### config.mk
export PLATFORM = sky130hd
export DESIGN_NAME = supply_threshold_detector
export DESIGN_NICKNAME = d
export VERILOG_FILES = /design/src/hw/svd_pkg.sv /design/src/hw/svd_event_qualify.sv /design/src/hw/supply_threshold_detector.sv
export VERILOG_INCLUDE_DIRS = /design/src /design/src/hw
export SDC_FILE = /design/constraint.sdc
export NUM_CORES = 1
export LEC_CHECK = 0
export BUFFER_PORTS_ARGS = -buffer_cell sky130_fd_sc_hd__buf_2
export CAP_MARGIN = 40
export CORE_MARGIN = 2
export CORE_UTILIZATION = 41
export DETAILED_ROUTE_END_ITERATION = 16
export GPL_ROUTABILITY_DRIVEN = 0
export GPL_TIMING_DRIVEN = 0
export PLACE_DENSITY = 0.8
export SETUP_SLACK_MARGIN = 0.05
export SLEW_MARGIN = 20
export SYNTH_ARGS = -nofsm -noshare
export SYNTH_HDL_FRONTEND = slang
export SYNTH_SLANG_ARGS = --single-unit
### constraint.sdc
create_clock -name pclk -period 1.8 [get_ports pclk]
set_clock_uncertainty 0.1 [all_clocks]
set_input_delay 0.18 -clock pclk [delete_from_list [all_inputs] [get_ports pclk]]
set_output_delay 0.18 -clock pclk [all_outputs]
set_load 0.1 [all_outputs]
### src/hw/svd_cfg.svh
// Contract
// - software picks one of sixteen trip levels via four-bit limit field, low nibble
// - limit field all ones selects the external trip input instead of divider tap
// - voltage reaching selected trip point sets the detect flag
// - direction one detects rising, zero detects falling
// - detector powered only while the enable bit is set
// - interrupt raised only when detect enable and global enable are both set
// - no detector interrupt until reference-stable status is set after enabling; code still raises irq from a flag left set before the enable
// - start-up interval timed by reference circuit, not by clock cycle count
// - detect flag cannot set before start-up interval ends; crossings may be missed
// - enabled detector runs in sleep; crossing sets flag and wakes device
// - after detector wake, resume at interrupt vector if global enable set; code also requires detect enable
// - any reset returns registers to reset values, detector disabled
// - reference-stable status bit is read-only, writes ignored
`ifndef SVD_CFG_SVH
`define SVD_CFG_SVH

// ----------------------------------------
// register map (byte addresses)
// ----------------------------------------
`define SVD_ADDR_W       12
`define SVD_CTRL_OFS     12'h000
`define SVD_FLAG_OFS     12'h004
`define SVD_MASK_OFS     12'h008
`define SVD_GLOB_OFS     12'h00c

// ----------------------------------------
// field positions and reset values
// ----------------------------------------
`define SVD_LIMIT_W      4
`define SVD_LIMIT_EXT    4'hf
`define SVD_EN_BIT       4
`define SVD_STABLE_BIT   5
`define SVD_DIR_BIT      7
`define SVD_FLAG_BIT     2
`define SVD_GIE_BIT      7
`define SVD_LIMIT_RST    4'h0
`define SVD_DIR_RST      1'b0

`endif

### src/hw/svd_pkg.sv
package svd_pkg;

  typedef enum logic [2:0] {
    ST_OFF   = 3'b001,
    ST_WAIT  = 3'b010,
    ST_ARMED = 3'b100
  } det_state_t;

endpackage

### src/hw/svd_event_qualify.sv
`include "svd_cfg.svh"

module svd_event_qualify (
  input  wire logic pclk,
  input  wire logic presetn,
  input  wire logic armed,
  input  wire logic direction_select,
  input  wire logic cmp_at_or_above,
  input  wire logic cmp_at_or_below,
  output logic      trip_event
);

  logic next_trip_event;

  // ----------------------------------------
  // direction-qualified crossing
  // ----------------------------------------
  // level sensitive: the flag is sticky, so a held condition simply keeps setting it
  always_comb begin
    next_trip_event = 1'b0;
    if (armed) begin
      if (direction_select) begin
        next_trip_event = cmp_at_or_above;
      end else begin
        next_trip_event = cmp_at_or_below;
      end
    end
  end

  always_ff @(posedge pclk or negedge presetn) begin
    if (!presetn) begin
      trip_event <= 1'b0;
    end else begin
      trip_event <= next_trip_event;
    end
  end

endmodule

### src/hw/supply_threshold_detector.sv
// Decided for this implementation: the APB slave port and the register offsets.
`include "svd_cfg.svh"

module supply_threshold_detector (
  input  wire logic                   pclk,
  input  wire logic                   presetn,
  input  wire logic                   psel,
  input  wire logic                   penable,
  input  wire logic                   pwrite,
  input  wire logic [`SVD_ADDR_W-1:0] paddr,
  input  wire logic [31:0]            pwdata,
  output logic      [31:0]            prdata,
  output logic                        pready,
  output logic                        pslverr,
  input  wire logic                   reference_ready,
  input  wire logic                   cmp_at_or_above,
  input  wire logic                   cmp_at_or_below,
  input  wire logic                   sleep_mode,
  output logic                        detector_power,
  output logic      [3:0]             trip_limit_select,
  output logic                        external_trip_input_sel,
  output logic                        irq,
  output logic                        wake,
  output logic                        wake_to_vector
);

  // ----------------------------------------
  // state
  // ----------------------------------------
  svd_pkg::det_state_t state;
  svd_pkg::det_state_t next_state;

  logic        direction_select;
  logic        detector_enable;
  logic        detect_flag;
  logic        detect_int_enable;
  logic        global_int_enable;
  logic        trip_event;
  logic        reference_stable;

  logic [3:0]  next_trip_limit_select;
  logic        next_direction_select;
  logic        next_detector_enable;
  logic        next_detect_flag;
  logic        next_detect_int_enable;
  logic        next_global_int_enable;
  logic [31:0] next_prdata;
  logic        next_pready;
  logic        next_pslverr;
  logic        next_irq;
  logic        next_wake;
  logic        next_wake_to_vector;
  logic        next_external_trip_input_sel;

  logic        wr_fire;
  logic        mapped;
  logic [31:0] read_word;

  assign reference_stable = (state == svd_pkg::ST_ARMED);
  assign detector_power   = detector_enable;
  assign wr_fire          = psel & penable & pready & pwrite;
  assign mapped           = (paddr == `SVD_CTRL_OFS) || (paddr == `SVD_FLAG_OFS) ||
                            (paddr == `SVD_MASK_OFS) || (paddr == `SVD_GLOB_OFS);

  // ----------------------------------------
  // start-up sequencing
  // ----------------------------------------
  // the wait is ended by the analog reference itself, so no cycle count is kept
  always_comb begin
    next_state = state;
    case (state)
      svd_pkg::ST_OFF: begin
        if (detector_enable) begin
          next_state = svd_pkg::ST_WAIT;
        end
      end
      svd_pkg::ST_WAIT: begin
        if (!detector_enable) begin
          next_state = svd_pkg::ST_OFF;
        end else if (reference_ready) begin
          next_state = svd_pkg::ST_ARMED;
        end
      end
      svd_pkg::ST_ARMED: begin
        if (!detector_enable) begin
          next_state = svd_pkg::ST_OFF;
        end
      end
      default: begin
        next_state = svd_pkg::ST_OFF;
      end
    endcase
  end

  always_ff @(posedge pclk or negedge presetn) begin
    if (!presetn) begin
      state <= svd_pkg::ST_OFF;
    end else begin
      state <= next_state;
    end
  end

  svd_event_qualify u_qualify (
    .pclk             (pclk),
    .presetn          (presetn),
    .armed            (reference_stable),
    .direction_select (direction_select),
    .cmp_at_or_above  (cmp_at_or_above),
    .cmp_at_or_below  (cmp_at_or_below),
    .trip_event       (trip_event)
  );

  // ----------------------------------------
  // register file
  // ----------------------------------------
  always_comb begin
    next_trip_limit_select = trip_limit_select;
    next_direction_select  = direction_select;
    next_detector_enable   = detector_enable;
    next_detect_int_enable = detect_int_enable;
    next_global_int_enable = global_int_enable;
    next_detect_flag       = detect_flag;
    if (wr_fire) begin
      case (paddr)
        `SVD_CTRL_OFS: begin
          // stable bit is not taken from pwdata
          next_trip_limit_select = pwdata[`SVD_LIMIT_W-1:0];
          next_direction_select  = pwdata[`SVD_DIR_BIT];
          next_detector_enable   = pwdata[`SVD_EN_BIT];
        end
        `SVD_FLAG_OFS: begin
          if (pwdata[`SVD_FLAG_BIT]) begin
            next_detect_flag = 1'b0;
          end
        end
        `SVD_MASK_OFS: begin
          next_detect_int_enable = pwdata[`SVD_FLAG_BIT];
        end
        `SVD_GLOB_OFS: begin
          next_global_int_enable = pwdata[`SVD_GIE_BIT];
        end
        default: begin
          next_detect_flag = detect_flag;
        end
      endcase
    end
    // a crossing in the clearing cycle is kept: set wins
    if (trip_event) begin
      next_detect_flag = 1'b1;
    end
    next_external_trip_input_sel = (next_trip_limit_select == `SVD_LIMIT_EXT);
  end

  always_ff @(posedge pclk or negedge presetn) begin
    if (!presetn) begin
      trip_limit_select       <= `SVD_LIMIT_RST;
      direction_select        <= `SVD_DIR_RST;
      detector_enable         <= 1'b0;
      detect_flag             <= 1'b0;
      detect_int_enable       <= 1'b0;
      global_int_enable       <= 1'b0;
      external_trip_input_sel <= 1'b0;
    end else begin
      trip_limit_select       <= next_trip_limit_select;
      direction_select        <= next_direction_select;
      detector_enable         <= next_detector_enable;
      detect_flag             <= next_detect_flag;
      detect_int_enable       <= next_detect_int_enable;
      global_int_enable       <= next_global_int_enable;
      external_trip_input_sel <= next_external_trip_input_sel;
    end
  end

  // ----------------------------------------
  // apb slave: one wait state, registered answer
  // ----------------------------------------
  always_comb begin
    read_word = 32'h0000_0000;
    case (paddr)
      `SVD_CTRL_OFS: begin
        read_word[`SVD_LIMIT_W-1:0] = trip_limit_select;
        read_word[`SVD_EN_BIT]      = detector_enable;
        read_word[`SVD_STABLE_BIT]  = reference_stable;
        read_word[`SVD_DIR_BIT]     = direction_select;
      end
      `SVD_FLAG_OFS: begin
        read_word[`SVD_FLAG_BIT] = detect_flag;
      end
      `SVD_MASK_OFS: begin
        read_word[`SVD_FLAG_BIT] = detect_int_enable;
      end
      `SVD_GLOB_OFS: begin
        read_word[`SVD_GIE_BIT] = global_int_enable;
      end
      default: begin
        read_word = 32'h0000_0000;
      end
    endcase
    next_pready  = psel & penable & ~pready;
    next_pslverr = psel & penable & ~pready & ~mapped;
    next_prdata  = prdata;
    if (psel && penable && !pready && !pwrite) begin
      next_prdata = read_word;
    end
  end

  always_ff @(posedge pclk or negedge presetn) begin
    if (!presetn) begin
      prdata  <= 32'h0000_0000;
      pready  <= 1'b0;
      pslverr <= 1'b0;
    end else begin
      prdata  <= next_prdata;
      pready  <= next_pready;
      pslverr <= next_pslverr;
    end
  end

  // ----------------------------------------
  // interrupt and wake
  // ----------------------------------------
  // flag only rises once armed, but a flag left set from before a disable still raises irq during the stable wait
  always_comb begin
    next_irq            = detect_flag & detect_int_enable & global_int_enable;
    next_wake           = sleep_mode & detect_flag & detector_enable;
    next_wake_to_vector = next_wake & detect_int_enable & global_int_enable;
  end

  always_ff @(posedge pclk or negedge presetn) begin
    if (!presetn) begin
      irq            <= 1'b0;
      wake           <= 1'b0;
      wake_to_vector <= 1'b0;
    end else begin
      irq            <= next_irq;
      wake           <= next_wake;
      wake_to_vector <= next_wake_to_vector;
    end
  end
endmodule

======== Word-level counts from Yosys, hierarchy flattened ========
Index checks and enable logic that the tools add are counted.
Widths: inputs -> output; s select.
storage, ports and cells
  bits in registers ....................... 26
  bits of input ports ..................... 53
  output and inout bits ................... 43
  word-level logic and storage cells ...... 72
operators by class
  equality and inequality tests ........... 10
  muxes and demuxes ....................... 17
  bitwise gates (word level) .............. 13
  reductions and logical operators ........ 17
operators with widths
  cell                 number
  $eq 12x4->1 const B  2
  $mux 3               5
  $eq 12x3->1 const B  1
  $logic_not 12->1     1
  $and 1x1->1          11
  $pmux 3 s3           1
  $mux 4               2
  $mux 1               6
  $reduce_and 2->1     3
  $reduce_and 3->1     2
  $reduce_bool 2->1    3
  $eq 4x4->1 const B   1
  $ne 2x2->1 const B   2
  $eq 3x1->1 const B   1
  $eq 3x2->1 const B   1
  $eq 3x3->1 const B   1
  $logic_and 1x1->1    3
  $logic_or 1x1->1     3
  $ne 3x3->1 const B   1
  $pmux 1 s3           1
  $logic_not 1->1      2
  $mux 2               1
  $not 1->1            2
  $pmux 1 s2           1

======== Depth between registers and ports, before layout ========
  depth in word-level cells ............... 6
  gate-level depth with buffers ........... 5
  depth with buffers taken out ............ 3

======== Modules after synthesis ========
Synthesis repeated with hierarchy kept, for this count alone.
unflattened totals
  cells, all modules ...................... 126
  area total of the unflattened synthesis .. 1403.8 µm²
by module, submodules not included
  module                     times used  cells an instance  area an instance (µm²)  sequential area each (µm²)
  supply_threshold_detector  1           123                1362.6                  626.9
  svd_event_qualify          1           3                  41.3                    25.0

======== Worst setup path before layout ========
OpenSTA, ideal clock, no wires.
  kind .................................... register to register
  start point ............................. reg pready
  end point ............................... reg detector_enable, in the netlist detector_power
  setup time .............................. 127 ps
  arrival time ............................ 1929 ps
  required time ........................... 1573 ps
  path slack .............................. -356 ps
  cell stages (with the launch flop) ...... 5
  buffers on the path ..................... 1
  clock period less this slack ............ 2156 ps
  cell sequence ........................... dfrtp_1 > and4_1 > and4_1 > buf_6 > mux2_4
between the ends
  word-level cells in the longest chain between the ends .. 3
RTL lines
  element                     line                              source
  from (decl)                 supply_threshold_detector.sv:13   output logic pready,
  from (signal assigned)      supply_threshold_detector.sv:214  pready <= next_pready;
  $and 1x1->1 (2 in series)   supply_threshold_detector.sv:61   assign wr_fire = psel & penable & pready & pwrite;
  $reduce_and 2->1 (no line)  --
  to (signal assigned)        supply_threshold_detector.sv:166  detector_enable <= next_detector_enable;
  to (decl)                   supply_threshold_detector.sv:34   logic detector_enable;
No other way between the ends.
A chain may end at the register's enable or synchronous reset.

======== Final worst setup path ========
  start point ............................. in penable
  end point ............................... reg direction_select
between the ends
  word-level cells in the longest chain between the ends .. 4
RTL lines
  element                     line                              source
  from (decl)                 supply_threshold_detector.sv:8    input wire logic penable,
  $and 1x1->1 (3 in series)   supply_threshold_detector.sv:61
  $reduce_and 2->1 (no line)  --
  to (signal assigned)        supply_threshold_detector.sv:157  direction_select <= `SVD_DIR_RST;
  to (signal assigned)        supply_threshold_detector.sv:165  direction_select <= next_direction_select;
  to (decl)                   supply_threshold_detector.sv:33   logic direction_select;
No other way between the ends.

==> flow_summary_export.csv <==
group,metric,value,unit
die,die_area,3885,µm²
placement,place_area,1764,µm²
clock_network,clock_sinks,26,
route,wl,2832,µm
clock_network,clk_path_buf_depth,2,
setup_path,crit_type,"in2reg",
clock_network,h-tree-depth,1,
final_layout,nNetsFinal,259,
final_layout,stdcell_area,1881,µm²
synth,synthCells,126,
timing,finalSetupViolCount,0,
min_path,hold_path_class,"in2reg",
route,via_per_inst,4.522,
setup_path,path_max_fanout,7,
route,antenna_left,0,
pwr,p_per_area,675.4,nW/µm²
pwr,p_leak,0.9927,nW
die,start_util,42.14,%
clock_network,cts_buffers,3,
setup_path,start_kind,"input port",
synth,synth.top_cells.by_area,"dfrtp_1 (45%), buf_4 (13%), mux2_4 (6.5%)",
synth,synth_cell_type_count,33,
route,drtIter0Drc,42,
clock_network,cts_tree,"yes",
pwr,switching_share,37.36,%
setup_path,cp.required,1.92,ns
timing,fin_crit_sh,90.39,%
synth,synth_top_area_share,44.84,%
grt,grt_pass1_vias,1076,
clock_network,post_cts_buffers,0,
final_layout,synthToLayoutAreaGrowth,34.80,%
timing,slew_viol_final,0,
placement,dp_hpwl,2207,µm
timing,hold_violations,0,
synth,synth_flop_cell,"dfrtp_1",
clock_network,clock_latency,0.32,ns
final_layout,multiInputGateArea,628.1,µm²
final_layout,regArea,655.6,µm²
die,dieWidth,62.33,µm
setup_path,max_stage_delay,0.52,ns
placement,numPortBuffers,43,
pwr,pwr-share-seq,46.6,%
clock_network,cts-resized-gates,0,
pwr,switching_power,0.4745,mW
timing,period_minus_slack,1.627,ns
synth,ys_async_sr_fraction,100.0,%
synth,ys_warn_count,0,
die,rows,21,
route,drt_pre_antenna_iters,4,
route,wl_per_cell,11.28,µm
timing,finalSetupTns,0,ns
setup_path,ff2ff_setup_slack,0.21,ns
status,status,"finished, final reports clean",
grt,grt_pass1_wl,4650,µm
setup_path,cpMaxStageDelayCell,"dlygate4sd3_1",
synth,avgSynthCellArea,11.07,µm²
clock_network,clockRootBuffer,"clkbuf_4",
synth,synth_edf_count,0,
clock_network,cts_hold_buf,6,
setup_path,cp.arrival,1.75,ns
placement,pre_cts_slack,0.1691,ns
pwr,vdd_drop_max,0.2461,mV
setup_path,end_kind,"register",
grt,grtUsageTotal,14.97,%
timing,maxSlewHeadroom,60.78,%
synth,synth_area_leader_cell,"dfrtp_1",
pwr,cellInternalPower,0.7956,mW
min_path,hold_depth,3,
die,pin_count,96,
timing,hold_slack,0.008396,ns
synth,yosysSeqAreaShare,46.73,%
pwr,clkPwrFrac,23.4,%
synth,ys_seq_elements,26,
final_layout,drive_gt1_share,42.44,%
synth,syn_area,1395,µm²
pwr,comb_power_share,30.1,%
timing,fmax,614.6,MHz
grt,grt_max_degree,27,
final_layout,n_fill_cell,296,
clock_network,clkTransAtPathRegs,0.14,ns
timing,setup_ws,0.1730,ns
job,maxCapViolCount,0,
synth,ys_top_cells_by_count,"buf_4 (25), dfrtp_1 (25), nand2_1 (13), nor2_1 (7)",
min_path,worstHoldStart,"cmp_at_or_below",
route,drc,0,
setup_path,path_cells,"dlygate4sd3_1 -> buf_2 -> and4_4 -> and4_1 -> buf_6 -> mux2_4",
setup_path,reg2reg_depth,4,
timing,rsz0062_at_grt,"false",
grt,overflow,0,
setup_path,r2r-end,"direction_select",
grt,antenna_found_initial,0,
die,core-area,3311,µm²
timing,tightest_slew,0.5804,ns
die,dieHeight,62.33,µm
final_layout,antenna_cells,0,
setup_path,regToRegStartpoint,"pready",
route,vias,1135,
min_path,hold_end,"u_qualify.trip_event",
==> sequential cells by signal, summed over array words and instances, names as in the netlist <==
| signal | flops |
|---|---|
| pslverr | 1 |
| u_qualify.trip_event | 1 |
| detect_flag | 1 |
| wake | 1 |
| wake_to_vector | 1 |
| trip_limit_select | 4 |
| direction_select | 1 |
| irq | 1 |
| detector_power | 1 |
| global_int_enable | 1 |
| external_trip_input_sel | 1 |
| pready | 1 |
| detect_int_enable | 1 |
| prdata | 7 |
| state | 3 |
==> per-stage QoR <==
step | utilization, % | cells | total power, mW
5_1_grt | 56.80 | 251 | 1.322
2_1_floorplan | - | 150 | 0.9114
3_3_place_gp | 53.29 | 239 | 0.9675
4_1_cts | 56.20 | 249 | 1.271
3_5_place_dp | 53.29 | 239 | 0.9696
6_report | 56.80 | 251 | 1.270
==> power by group through the flow <==
| stage | registers, mW | clock network (mW) | logic, mW |
|---|---|---|---|
| finish | 0.592 | 0.297 | 0.382 |
| global route | 0.593 | 0.333 | 0.397 |
| CTS | 0.592 | 0.302 | 0.377 |
| detailed placement | 0.603 | 0 | 0.367 |
| global placement | 0.602 | 0 | 0.365 |
| floorplan | 0.621 | 0 | 0.291 |
==> how the worst max path moves through the flow <==
stage          startpoint                    to  slack [ns]  cells after the start
2_1_floorplan      pready        detector_power        0.06                      4
3_3_place_gp     paddr[9]  trip_limit_select[0]        0.17                      5
3_5_place_dp     paddr[9]  trip_limit_select[3]        0.17                      5
4_1_cts           penable      direction_select        0.19                      6
5_1_grt            pready             prdata[4]        0.14                      3
6_report          penable      direction_select        0.17                      6
==> placed cells by master (no fill, tap or decap), types with 2 or more instances in the layout <==
cell,synthesis,routed
buf_2,1,44
clkbuf_4,0,3
mux2_2,2,2
nand2_1,13,13
dlygate4sd3_1,0,8
mux2i_1,5,5
and3_1,4,4
nor2_1,7,7
o21ai_0,4,4
nand4_1,6,6
buf_4,25,25
mux2_4,6,6
nor4bb_1,2,2
nor4_4,2,2
nor3b_1,2,2
o31ai_1,3,3
conb_1,1,25
dfrtp_1,25,24
==> per-layer routing <==
metal / GRT usage (%) / up-vias / routed length (µm)
li1: - / 559 / -
met1: 17.49 / 526 / 1161
met2: 27.17 / 48 / 1453
met3: 2.536 / 2 / 198
met4: 6.111 / 0 / 19
met5: 0 / - / 0
==> worst max-delay path, delay by kind of cell <==
| family | cells | cell delay (ns) |
|---|---|---|
| muxes | 1 | 0.30 |
| and+or+nand+nor | 2 | 0.46 |
| buffers and inverters | 3 | 0.80 |
==> cells by family (layout without fill, tap and decap cells) <==
logic type	Yosys count	count (layout)	synth area share [%]
simple gates	45	45	20.36
mux	13	13	11.66
xor+xnor	1	1	0.6279
compound gates	12	12	5.471
buf+inv	28	83	14.89
flops	26	26	46.73
other cells	1	25	0.2688
==> area by class of cell <==
class | count | area share [%]
sequential | 26 | 34.86
tap | 46 | 3.061
timing repair buffer | 51 | 15.70
multi-input combinational | 96 | 33.40
buffer | 28 | 11.04
clock buffer | 4 | 1.929
(Power assumes the default switching activity.)
